==> config.mk <==
export PLATFORM = sky130hd
export DESIGN_NAME = odt_top
export DESIGN_NICKNAME = d
export VERILOG_FILES = /design/src/rtl/odt_pkg.sv /design/src/rtl/odt_top.sv
export SDC_FILE = /design/constraint.sdc
export NUM_CORES = 2
export LEC_CHECK = 0
export ABC_AREA = 1
export BUFFER_PORTS_ARGS = -buffer_cell sky130_fd_sc_hd__buf_4
export CORE_ASPECT_RATIO = 2
export CORE_UTILIZATION = 48
export CTS_CLUSTER_SIZE = 12
export DETAILED_ROUTE_END_ITERATION = 10
export GPL_TIMING_DRIVEN = 0
export PLACE_DENSITY = 0.63
export SLEW_MARGIN = 5
export SYNTH_ARGS = -nofsm -noshare
export SYNTH_HDL_FRONTEND = slang
export SYNTH_SLANG_ARGS = --single-unit
==> constraint.sdc <==
create_clock -name CLK_SYS_I -period 24.5 [get_ports CLK_SYS_I]
set_input_delay 4.9 -clock CLK_SYS_I [delete_from_list [all_inputs] [get_ports CLK_SYS_I]]
set_output_delay 4.9 -clock CLK_SYS_I [all_outputs]
set_load 0.05 [all_outputs]
==> src/rtl/odt_pkg.sv <==
/*
  Constants, register map and types for the odometer input and time
  tagging block. Assumes a single system clock and a plain register port.
*/
`default_nettype none
package odt_pkg;
  // ----------------------------------------------------------------
  // Register map
  // ----------------------------------------------------------------
  localparam logic [7:0] ADR_CTRL = 8'h00;
  localparam logic [7:0] ADR_LIMIT = 8'h04;
  localparam logic [7:0] ADR_LAT = 8'h08;
  localparam logic [7:0] ADR_RATE = 8'h0C;
  localparam logic [7:0] ADR_TTFACT = 8'h10;
  localparam logic [7:0] ADR_TTMAX = 8'h14;
  localparam logic [7:0] ADR_STAT = 8'h18;
  localparam logic [7:0] ADR_TICKS = 8'h1C;
  localparam logic [7:0] ADR_SAMPLE = 8'h20;
  localparam logic [7:0] ADR_STAMP = 8'h24;
  localparam logic [7:0] ADR_QERR = 8'h28;
  localparam logic [7:0] ADR_SCALE = 8'h2C;
  // Control bit positions
  localparam int B_PIN_EN = 0;
  localparam int B_APOL_DIS = 1;
  localparam int B_DIR_POL = 2;
  localparam int B_DUAL = 3;
  localparam int B_AMSG_DIS = 4;
  localparam int B_COMBINE = 5;
  localparam int B_ALIM_DIS = 6;
  localparam int B_USE_SPD = 7;
  localparam int B_ASPD_DIS = 8;
  localparam int B_TMARK_MODE = 9;
  localparam int B_TP1_EN = 10;
  localparam logic [31:0] CTRL_RST = 32'h0000_0000;
  // Message data types
  localparam logic [5:0] TYPE_TICK = 6'h0A;
  localparam logic [5:0] TYPE_SPEED = 6'h0B;
  localparam logic [31:0] LIMIT_REL = 32'h0000_0000;
  localparam logic [31:0] LIMIT_AUTO = 32'h0000_0001;
  localparam logic [31:0] TTFACT_RST = 32'h0000_03E8;
  localparam logic [31:0] TTMAX_RST = 32'hFFFF_FFFF;
  // Time tag tick: one millisecond
  localparam int CLK_HZ = 40000000;
  localparam int TTAG_US = 1000;
  localparam int TTAG_CYC = CLK_HZ / 1000000 * TTAG_US;
  localparam logic [15:0] TTAG_CYC_M1 = 16'(TTAG_CYC - 1);
  localparam logic [31:0] RATE_WIN_MS = 32'h0000_03E8;
  typedef enum logic [1:0] {
    SRC_NONE, SRC_PIN, SRC_MSG_TICK, SRC_MSG_SPEED
  } odt_src_t;
endpackage
`default_nettype wire

==> src/rtl/odt_top.sv <==
/*
  Odometer front end: tick pin counting, message sample intake, source
  selection and millisecond time tagging. Assumes pins are asynchronous
  and messages arrive as parsed samples with a first byte strobe.
*/
`default_nettype none
module odt_top (
  input wire logic CLK_SYS_I,
  input wire logic RESET_I,
  input wire logic TICK_PIN_I,
  input wire logic DIR_PIN_I,
  input wire logic EXT_MARK_I,
  input wire logic MSG_FIRST_I,
  input wire logic MSG_VALID_I,
  input wire logic [5:0] MSG_TYPE_I,
  input wire logic MSG_REAR_I,
  input wire logic [23:0] MSG_DATA_I,
  input wire logic [7:0] ADDR_I,
  input wire logic [31:0] WDATA_I,
  input wire logic WR_I,
  input wire logic RD_I,
  output logic [31:0] RDATA_O,
  output logic SAMPLE_O,
  output logic [31:0] SAMPLE_DATA_O,
  output logic SAMPLE_SPEED_O,
  output logic [31:0] STAMP_O,
  output logic MARKED_O
);
  // ----------------------------------------------------------------
  // Synchronisers
  // ----------------------------------------------------------------
  logic [2:0] s1_r, s2_r, s3_r;
  always_ff @(posedge CLK_SYS_I or posedge RESET_I) begin
    if (RESET_I) begin
      s1_r <= 3'h0;
      s2_r <= 3'h0;
      s3_r <= 3'h0;
    end else begin
      s1_r <= {EXT_MARK_I, DIR_PIN_I, TICK_PIN_I};
      s2_r <= s1_r;
      s3_r <= s2_r;
    end
  end
  wire logic dir_s = s2_r[1];
  wire logic rise = s2_r[0] & ~s3_r[0];
  wire logic fall = ~s2_r[0] & s3_r[0];
  wire logic mark_pin = s2_r[2] & ~s3_r[2];

  // ----------------------------------------------------------------
  // Registers
  // ----------------------------------------------------------------
  logic [31:0] ctrl_r, ctrl_nxt, lim_r, lim_nxt, lat_r, lat_nxt;
  logic [31:0] rate_r, rate_nxt, fact_r, fact_nxt, tmax_r, tmax_nxt;
  logic [31:0] qerr_r, qerr_nxt, scale_r, scale_nxt;
  logic [31:0] pin_cnt_r, pin_cnt_nxt, ms_r, ms_nxt, stamp_r, stamp_nxt;
  logic [31:0] samp_r, samp_nxt, prev_r, prev_nxt, est_r, est_nxt;
  logic [31:0] rate_cnt_r, rate_cnt_nxt, win_r, win_nxt;
  logic [31:0] rdata_r, rdata_nxt;
  logic [15:0] div_r, div_nxt;
  logic seen_tick_r, seen_tick_nxt, seen_spd_r, seen_spd_nxt;
  logic pend_r, pend_nxt, mark_r, mark_nxt, samp_v_r, samp_v_nxt;
  logic spd_r, spd_nxt, apol_r, apol_nxt, rate_ok_r, rate_ok_nxt;
  logic have_prev_r, have_prev_nxt;
  logic [31:0] first_ms_r, first_ms_nxt, mark_ms_r, mark_ms_nxt;
  odt_pkg::odt_src_t src;

  logic pin_en, pol, use_spd_eff, msg_any, tick_ev, ms_tick, seen_t, seen_s;
  logic [31:0] wrap, delta, abs_v, lim_eff, base;
  always_comb begin
    pin_en = ctrl_r[odt_pkg::B_PIN_EN];
    // Automatic polarity learnt from the level while ticks arrive
    pol = ctrl_r[odt_pkg::B_APOL_DIS] ?
      ctrl_r[odt_pkg::B_DIR_POL] : apol_r;
    // The message that reveals a source is already routed to it
    seen_t = seen_tick_r | (MSG_VALID_I && MSG_TYPE_I == odt_pkg::TYPE_TICK);
    seen_s = seen_spd_r | (MSG_VALID_I && MSG_TYPE_I == odt_pkg::TYPE_SPEED);
    msg_any = seen_t | seen_s;
    // Speed only: automatic unless disabled, else use_speed decides
    if (seen_s && !seen_t && !ctrl_r[odt_pkg::B_ASPD_DIS])
      use_spd_eff = 1'b1;
    else
      use_spd_eff = ctrl_r[odt_pkg::B_USE_SPD];
    if (msg_any && !ctrl_r[odt_pkg::B_AMSG_DIS])
      src = use_spd_eff ? odt_pkg::SRC_MSG_SPEED :
        odt_pkg::SRC_MSG_TICK;
    else if (pin_en)
      src = odt_pkg::SRC_PIN;
    else
      src = odt_pkg::SRC_NONE;
    tick_ev = pin_en && (rise ||
      (ctrl_r[odt_pkg::B_DUAL] && fall));
    ms_tick = (div_r == odt_pkg::TTAG_CYC_M1);
    // Auto estimate: seen count ORed with itself shifted right by 1, 2, 4, 8 and 16
    lim_eff = (lim_r == odt_pkg::LIMIT_AUTO &&
      !ctrl_r[odt_pkg::B_ALIM_DIS]) ? est_r : lim_r;
    abs_v = {8'h00, MSG_DATA_I};
    if (abs_v >= prev_r)
      delta = abs_v - prev_r;
    else
      delta = abs_v + (lim_eff - prev_r) + 32'h0000_0001;
    wrap = tmax_r;
    base = ctrl_r[odt_pkg::B_TMARK_MODE] ? mark_ms_r : first_ms_r;
  end

  logic mark_src;
  always_comb begin
    // Tick pin doubles as mark input only with tick use off
    mark_src = ctrl_r[odt_pkg::B_TP1_EN] && !pin_en ?
      (mark_pin | (s2_r[0] & ~s3_r[0])) : mark_pin;
    ctrl_nxt = ctrl_r;
    lim_nxt = lim_r;
    lat_nxt = lat_r;
    rate_nxt = rate_r;
    fact_nxt = fact_r;
    tmax_nxt = tmax_r;
    qerr_nxt = qerr_r;
    scale_nxt = scale_r;
    if (WR_I) begin
      case (ADDR_I)
        odt_pkg::ADR_CTRL: ctrl_nxt = WDATA_I;
        odt_pkg::ADR_LIMIT: lim_nxt = WDATA_I;
        odt_pkg::ADR_LAT: lat_nxt = WDATA_I;
        odt_pkg::ADR_RATE: rate_nxt = WDATA_I;
        odt_pkg::ADR_TTFACT: fact_nxt = WDATA_I;
        odt_pkg::ADR_TTMAX: tmax_nxt = WDATA_I;
        odt_pkg::ADR_QERR: qerr_nxt = WDATA_I;
        odt_pkg::ADR_SCALE: scale_nxt = WDATA_I;
        default: ctrl_nxt = ctrl_r;
      endcase
    end
    // Millisecond clock wraps at the configured maximum
    div_nxt = ms_tick ? 16'h0000 : div_r + 16'h0001;
    ms_nxt = ms_r;
    if (ms_tick)
      ms_nxt = (ms_r >= wrap) ? 32'h0000_0000 :
        ms_r + 32'h0000_0001;
    pin_cnt_nxt = pin_cnt_r;
    apol_nxt = apol_r;
    if (tick_ev && src == odt_pkg::SRC_PIN) begin
      pin_cnt_nxt = (dir_s ^ pol) ? pin_cnt_r - 32'h0000_0001 :
        pin_cnt_r + 32'h0000_0001;
    end
    // Forward assumed as the prevailing direction level
    if (rise && !ctrl_r[odt_pkg::B_APOL_DIS])
      apol_nxt = dir_s;
    first_ms_nxt = MSG_FIRST_I ? ms_r : first_ms_r;
    pend_nxt = pend_r;
    mark_ms_nxt = mark_ms_r;
    if (mark_src) begin
      pend_nxt = 1'b1;
      mark_ms_nxt = ms_r;
    end
    seen_tick_nxt = seen_tick_r;
    seen_spd_nxt = seen_spd_r;
    samp_v_nxt = 1'b0;
    samp_nxt = samp_r;
    spd_nxt = spd_r;
    stamp_nxt = stamp_r;
    mark_nxt = mark_r;
    prev_nxt = prev_r;
    have_prev_nxt = have_prev_r;
    est_nxt = est_r;
    if (MSG_VALID_I) begin
      if (MSG_TYPE_I == odt_pkg::TYPE_TICK)
        seen_tick_nxt = 1'b1;
      if (MSG_TYPE_I == odt_pkg::TYPE_SPEED)
        seen_spd_nxt = 1'b1;
    end
    if (MSG_VALID_I && (
        (src == odt_pkg::SRC_MSG_TICK && MSG_TYPE_I == odt_pkg::TYPE_TICK &&
         MSG_REAR_I == ctrl_r[odt_pkg::B_COMBINE]) ||
        (src == odt_pkg::SRC_MSG_SPEED &&
         MSG_TYPE_I == odt_pkg::TYPE_SPEED))) begin
      samp_v_nxt = 1'b1;
      spd_nxt = (MSG_TYPE_I == odt_pkg::TYPE_SPEED);
      stamp_nxt = base - lat_r;
      mark_nxt = ctrl_r[odt_pkg::B_TMARK_MODE] & pend_r;
      // A mark in the same cycle belongs to the next message: set wins
      if (ctrl_r[odt_pkg::B_TMARK_MODE] && !mark_src)
        pend_nxt = 1'b0;
      if (MSG_TYPE_I == odt_pkg::TYPE_SPEED || lim_r == odt_pkg::LIMIT_REL)
        samp_nxt = abs_v;
      else begin
        samp_nxt = have_prev_r ? delta : 32'h0000_0000;
        prev_nxt = abs_v;
        have_prev_nxt = 1'b1;
        if (abs_v > est_r)
          est_nxt = (abs_v | (abs_v >> 1) | (abs_v >> 2) | (abs_v >> 4) |
            (abs_v >> 8) | (abs_v >> 16));
      end
    end else if (ms_tick && src == odt_pkg::SRC_PIN &&
        div_r == odt_pkg::TTAG_CYC_M1 && ms_r[6:0] == 7'h00) begin
      // Pin source reports accumulated ticks every 128 ms
      samp_v_nxt = 1'b1;
      samp_nxt = pin_cnt_r;
      spd_nxt = 1'b0;
      stamp_nxt = ms_r - lat_r;
      mark_nxt = 1'b0;
    end
    // Sample rate measured over one second when unset
    rate_cnt_nxt = rate_cnt_r;
    win_nxt = win_r;
    rate_ok_nxt = rate_ok_r;
    if (rate_r == 32'h0000_0000 && !rate_ok_r) begin
      if (samp_v_nxt)
        rate_cnt_nxt = rate_cnt_r + 32'h0000_0001;
      if (ms_tick)
        win_nxt = win_r + 32'h0000_0001;
      if (win_r == odt_pkg::RATE_WIN_MS) begin
        rate_nxt = rate_cnt_r;
        rate_ok_nxt = 1'b1;
      end
    end
  end

  // ----------------------------------------------------------------
  // Read port
  // ----------------------------------------------------------------
  always_comb begin
    rdata_nxt = 32'h0000_0000;
    if (RD_I) begin
      case (ADDR_I)
        odt_pkg::ADR_CTRL: rdata_nxt = ctrl_r;
        odt_pkg::ADR_LIMIT: rdata_nxt = lim_eff;
        odt_pkg::ADR_LAT: rdata_nxt = lat_r;
        odt_pkg::ADR_RATE: rdata_nxt = rate_r;
        odt_pkg::ADR_TTFACT: rdata_nxt = fact_r;
        odt_pkg::ADR_TTMAX: rdata_nxt = tmax_r;
        odt_pkg::ADR_STAT: rdata_nxt = {24'h000000, rate_ok_r,
          qerr_r == 32'h0000_0000, scale_r == 32'h0000_0000,
          pend_r, seen_spd_r, seen_tick_r, src};
        odt_pkg::ADR_TICKS: rdata_nxt = pin_cnt_r;
        odt_pkg::ADR_SAMPLE: rdata_nxt = samp_r;
        odt_pkg::ADR_STAMP: rdata_nxt = stamp_r;
        odt_pkg::ADR_QERR: rdata_nxt = qerr_r;
        odt_pkg::ADR_SCALE: rdata_nxt = scale_r;
        default: rdata_nxt = 32'h0000_0000;
      endcase
    end
  end

  always_ff @(posedge CLK_SYS_I or posedge RESET_I) begin
    if (RESET_I) begin
      ctrl_r <= odt_pkg::CTRL_RST;
      lim_r <= odt_pkg::LIMIT_REL;
      lat_r <= 32'h0000_0000;
      rate_r <= 32'h0000_0000;
      fact_r <= odt_pkg::TTFACT_RST;
      tmax_r <= odt_pkg::TTMAX_RST;
      qerr_r <= 32'h0000_0000;
      scale_r <= 32'h0000_0000;
      div_r <= 16'h0000;
      ms_r <= 32'h0000_0000;
      pin_cnt_r <= 32'h0000_0000;
      apol_r <= 1'b0;
      first_ms_r <= 32'h0000_0000;
      mark_ms_r <= 32'h0000_0000;
      pend_r <= 1'b0;
      seen_tick_r <= 1'b0;
      seen_spd_r <= 1'b0;
      samp_v_r <= 1'b0;
      samp_r <= 32'h0000_0000;
      spd_r <= 1'b0;
      stamp_r <= 32'h0000_0000;
      mark_r <= 1'b0;
      prev_r <= 32'h0000_0000;
      have_prev_r <= 1'b0;
      est_r <= 32'h0000_0000;
      rate_cnt_r <= 32'h0000_0000;
      win_r <= 32'h0000_0000;
      rate_ok_r <= 1'b0;
      rdata_r <= 32'h0000_0000;
    end else begin
      ctrl_r <= ctrl_nxt;
      lim_r <= lim_nxt;
      lat_r <= lat_nxt;
      rate_r <= rate_nxt;
      fact_r <= fact_nxt;
      tmax_r <= tmax_nxt;
      qerr_r <= qerr_nxt;
      scale_r <= scale_nxt;
      div_r <= div_nxt;
      ms_r <= ms_nxt;
      pin_cnt_r <= pin_cnt_nxt;
      apol_r <= apol_nxt;
      first_ms_r <= first_ms_nxt;
      mark_ms_r <= mark_ms_nxt;
      pend_r <= pend_nxt;
      seen_tick_r <= seen_tick_nxt;
      seen_spd_r <= seen_spd_nxt;
      samp_v_r <= samp_v_nxt;
      samp_r <= samp_nxt;
      spd_r <= spd_nxt;
      stamp_r <= stamp_nxt;
      mark_r <= mark_nxt;
      prev_r <= prev_nxt;
      have_prev_r <= have_prev_nxt;
      est_r <= est_nxt;
      rate_cnt_r <= rate_cnt_nxt;
      win_r <= win_nxt;
      rate_ok_r <= rate_ok_nxt;
      rdata_r <= rdata_nxt;
    end
  end

  assign RDATA_O = rdata_r;
  assign SAMPLE_O = samp_v_r;
  assign SAMPLE_DATA_O = samp_r;
  assign SAMPLE_SPEED_O = spd_r;
  assign STAMP_O = stamp_r;
  assign MARKED_O = mark_r;

  // ----------------------------------------------------------------
  // Checks
  // ----------------------------------------------------------------
  property p_pin_gate;
    @(posedge CLK_SYS_I) disable iff (RESET_I)
    !ctrl_r[odt_pkg::B_PIN_EN] |=> $stable(pin_cnt_r) || $past(WR_I);
  endproperty
  a_pin_gate: assert property (p_pin_gate) else $error("pin count moved");
  property p_single_edge;
    @(posedge CLK_SYS_I) disable iff (RESET_I)
    (fall && !rise && !ctrl_r[odt_pkg::B_DUAL]) |=> $stable(pin_cnt_r);
  endproperty
  a_single_edge: assert property (p_single_edge) else $error("fall counted");
  property p_msg_pref;
    @(posedge CLK_SYS_I) disable iff (RESET_I)
    (msg_any && !ctrl_r[odt_pkg::B_AMSG_DIS]) |-> src != odt_pkg::SRC_PIN;
  endproperty
  a_msg_pref: assert property (p_msg_pref) else $error("pin kept");
  property p_auto_spd;
    @(posedge CLK_SYS_I) disable iff (RESET_I)
    (seen_s && !seen_t && !ctrl_r[odt_pkg::B_ASPD_DIS] &&
     !ctrl_r[odt_pkg::B_AMSG_DIS]) |-> src == odt_pkg::SRC_MSG_SPEED;
  endproperty
  a_auto_spd: assert property (p_auto_spd) else $error("speed not used");
  property p_tick_sel;
    @(posedge CLK_SYS_I) disable iff (RESET_I)
    (seen_tick_r && !ctrl_r[odt_pkg::B_AMSG_DIS] &&
     !ctrl_r[odt_pkg::B_USE_SPD]) |-> src == odt_pkg::SRC_MSG_TICK;
  endproperty
  a_tick_sel: assert property (p_tick_sel) else $error("wrong type");
  property p_stamp_first;
    @(posedge CLK_SYS_I) disable iff (RESET_I)
    (MSG_VALID_I && src == odt_pkg::SRC_MSG_SPEED &&
     MSG_TYPE_I == odt_pkg::TYPE_SPEED && !ctrl_r[odt_pkg::B_TMARK_MODE])
    |=> stamp_r == $past(first_ms_r) - $past(lat_r);
  endproperty
  a_stamp_first: assert property (p_stamp_first) else $error("bad stamp");
  property p_ms_period;
    @(posedge CLK_SYS_I) disable iff (RESET_I)
    ms_tick |=> !ms_tick [*8];
  endproperty
  a_ms_period: assert property (p_ms_period) else $error("ms too fast");
  property p_wrap;
    @(posedge CLK_SYS_I) disable iff (RESET_I)
    (ms_tick && ms_r >= tmax_r) |=> ms_r == 32'h0000_0000;
  endproperty
  a_wrap: assert property (p_wrap) else $error("no wrap");
  c_pin: cover property (@(posedge CLK_SYS_I) tick_ev && src == odt_pkg::SRC_PIN);
  c_spd: cover property (@(posedge CLK_SYS_I) samp_v_r && spd_r);
  c_mark: cover property (@(posedge CLK_SYS_I) samp_v_r && mark_r);
endmodule
`default_nettype wire

==> metrics.yaml <==
status:
  outcome: "finished with violations"
  violations: "max-capacitance violations"
global_routing:
  grt_pass1_wl_um: 279000
  first_global_vias: 38900
  grt-ovfl-total: 0
  grt.total_usage_pct: 51.0
  antenna_found_initial: 26
  grt_max_degree: 115
finish:
  syn2layout_area_growth_pct: 13.4
  instances_no_fill: 6199
  nFillCells: 7634
  final_nets: 5394
  layout-drive-gt1-share_pct: 8.96
yosys:
  yosysWarnings: 0
  syn-num-nets: 5140
  synth_edf_count: 0
  synth_seq_cells: 625
  ys.flop_type: "dfrtp_1"
  netlist_instances: 4855
  netlist_top_cells_count: "nand2_1, o21ai_0, inv_1"
  avgSynthCellArea_um2: 7.74
  async_flop_share_pct: 100
  yosysSeqAreaShare_pct: 41.7
  ys_types: 66
  yosys.area.top_type: "dfrtp_1"
  netlist_area_um2: 37600
  yosysMostFrequentCell: "nand2_1"
  synth.area.top_cells: "dfrtp_1, nand2_1, o21ai_0, inv_1, ha_1"
  yosys.area.top_type_share_pct: 39.1
place:
  numPortBuffers: 176
  dp_cells: 6059
  dpl.hpwl_um: 152000
  gp_congestion: 1.05
critical_path:
  cp-end-kind: "flip-flop"
  path_class: "in2reg"
  cp-start-kind: "input pin"
  required_ns: 25.13
  cp.arrival_ns: 10.52
  cp_max_fo: 11
timing:
  rsz0062_at_grt: "false"
  finalHoldViolCount: 0
  finalCritPeriodShare_pct: 40.4
  fin_crit_ns: 9.89
  fin_worst_skew_ns: 0.0332
  max_freq_mhz: 101
  worst_pin_slew_ns: 1.48
  maxSlewViolCount: 0
  finalSetupViolCount: 0
  relSlewSlack_pct: 0.673
clocking:
  path_clk_slew_ns: 0.07
  cts_tree: "built"
  root_buffer: "clkbuf_16"
  cts_max_level: 3
  hold_buffers: 0
  clock-sinks: 625
  clockBufferDepth: 3
  post_cts_resize_count: 0
  insertion_delay_ns: 0.70
  cts_buffers: 66
  post_cts_buffers: 0
die:
  initial_core_util_pct: 48.6
  pin_count: 179
  design.core.area_um2: 77300
  dieWidth_um: 200
  fp.dieArea_um2: 79500
  num_rows: 144
  die_h_um: 398
power_and_ir_drop:
  peakVddDrop_mv: 0.0566
  finalPower_uw: 3130
  leakagePower_uw: 0.0207
  power.density_nw_per_um2: 73.5
routing:
  firstDrtPassIters: 6
  post_drt_wl_per_cell_um: 31.5
  drc: 0
  finalWirelength_um: 195000
  ant_nets: 0
  drt-initial-drc-count: 3511
  top_layer: "met5"
  dr_wl_met3_um: 18100
  wl_met2_um: 91900
  drt-met1-wl_um: 57600
  vias_per_cell: 6.17
  vias: 38300
flow_run:
  timing.max_cap.violations: 2
worst_hold_path:
  hp-class: "reg2reg"
## worst max-delay path, cell delays in order
cell and delay [ns]:
buf_4 0.11, nor2_1 0.12, nand2_1 0.08, nor3_2 0.31, inv_1 0.46, o21ai_2 0.35, nand2_4 0.17, inv_2 0.44
buf_2 0.44, o211ai_1 0.13, o21ai_0 0.12, ha_1 0.32, a21oi_1 0.15, o21ai_1 0.13, a21oi_1 0.28, o21bai_1 0.20
inv_1 0.18, nor2_1 0.08, nor2_1 0.35, inv_1 0.09, a21oi_1 0.72, nand3b_1 0.20, nand3_1 0.07, nand2_1 0.07
## worst paths after layout
check                               from                end  slack, ns  cells past startpoint
max                        MSG_TYPE_I[5]        STAMP_O[31]      14.61                     24
min                              s1_r[1]            s2_r[1]       0.34                      0
max reg2reg                    lim_r[24]  SAMPLE_DATA_O[22]      16.44                     23
min reg2reg                      s1_r[1]            s2_r[1]       0.34                      0
max in group asynchronous        RESET_I      mark_ms_r[27]      18.41                      4
min in group asynchronous        RESET_I          prev_r[1]       4.37                      2
## layout make-up
| cell class | instances | area, µm² | area share [%] |
|---|---|---|---|
| Buffer | 172 | 712 | 1.67 |
| Inverter | 680 | 2560 | 6.01 |
| Timing Repair Buffer | 186 | 1530 | 3.58 |
| Clock buffer | 104 | 1900 | 4.45 |
| Tap cell | 1022 | 1280 | 3.00 |
| Antenna cell | 18 | 45.0 | 0.106 |
| Multi-Input combinational cell | 3378 | 18700 | 43.9 |
| Clock inverter | 14 | 189 | 0.444 |
| Sequential cell | 625 | 15700 | 36.8 |
## sequential cells by signal, summed over array words and instances, names as in the netlist, 24 cells and up
name           cells
est_r             24
win_r             32
mark_ms_r         32
STAMP_O           32
RDATA_O           32
rate_r            32
qerr_r            32
lat_r             32
pin_cnt_r         32
SAMPLE_DATA_O     32
ctrl_r            32
prev_r            24
fact_r            32
tmax_r            32
lim_r             32
first_ms_r        32
ms_r              32
scale_r           32
rate_cnt_r        32
## metal layers
layer	global-route usage, %	vias up
met1	47.1	18100
met4	57.2	22
met3	18.0	1131
li1	-	16600
met2	81.7	2373
met5	1.69	-
## logic make-up (layout without fill, tap and decap cells)
group / after synthesis / after routing / synth area share [%]
buf+inv: 852 / 1156 / 8.68
flops: 625 / 625 / 41.7
simple gates: 1824 / 1824 / 20.4
xor+xnor: 147 / 147 / 3.43
mux: 19 / 19 / 0.569
compound gates: 1183 / 1183 / 17.8
other cells: 0 / 18 / 0
fa+ha+maj: 205 / 205 / 7.36
## stage by stage
step | hold WS, ns | setup TNS (ns) | setup WS (ns) | utilization (%) | instance area, µm²
final | 0.345 | 0 | 14.61 | 55.1 | 42600
after global placement | 0.335 | -3013.87 | -5.30 | 52.0 | 40200
after CTS | 0.345 | 0 | 15.10 | 54.9 | 42400
after floorplan | 0.331 | 0 | 2.16 | - | 37600
after global routing | 0.351 | 0 | 14.41 | 55.1 | 42600
after detailed placement | 0.336 | 0 | 14.40 | 52.2 | 40400
## power by group
part	leakage [µW]	internal, µW	switching, µW
Combinational	0.0116	252	682
Clock	0.00101	568	468
Sequential	0.00808	1090	67.0
Total	0.0207	1910	1220
## layout by cell type, fill, tap and decap left out, types with 9 or more instances in the layout
master / netlist / final
nor2_2: 10 / 12
o21ai_0: 659 / 658
a21o_1: 9 / 9
nand3_1: 185 / 185
clkbuf_16: 0 / 68
o22ai_1: 26 / 26
buf_2: 32 / 32
nor2_1: 306 / 304
nor4_1: 41 / 38
inv_2: 15 / 15
buf_4: 4 / 181
fa_1: 27 / 27
mux2_2: 19 / 19
clkbuf_1: 130 / 157
diode_2: 0 / 18
a221oi_1: 75 / 74
a31oi_1: 31 / 30
a21oi_1: 241 / 241
nor3_2: 10 / 12
ha_1: 178 / 178
nor3_1: 70 / 68
or2_2: 17 / 17
dfrtp_1: 587 / 587
inv_1: 658 / 657
xor2_1: 105 / 104
nand4_1: 51 / 51
o21bai_1: 11 / 11
xnor2_1: 42 / 42
o211ai_1: 55 / 55
nand2_1: 1103 / 1103
dfstp_2: 38 / 38
o21ai_1: 17 / 18
No activity file was read; power rests on OpenSTA's default activity.
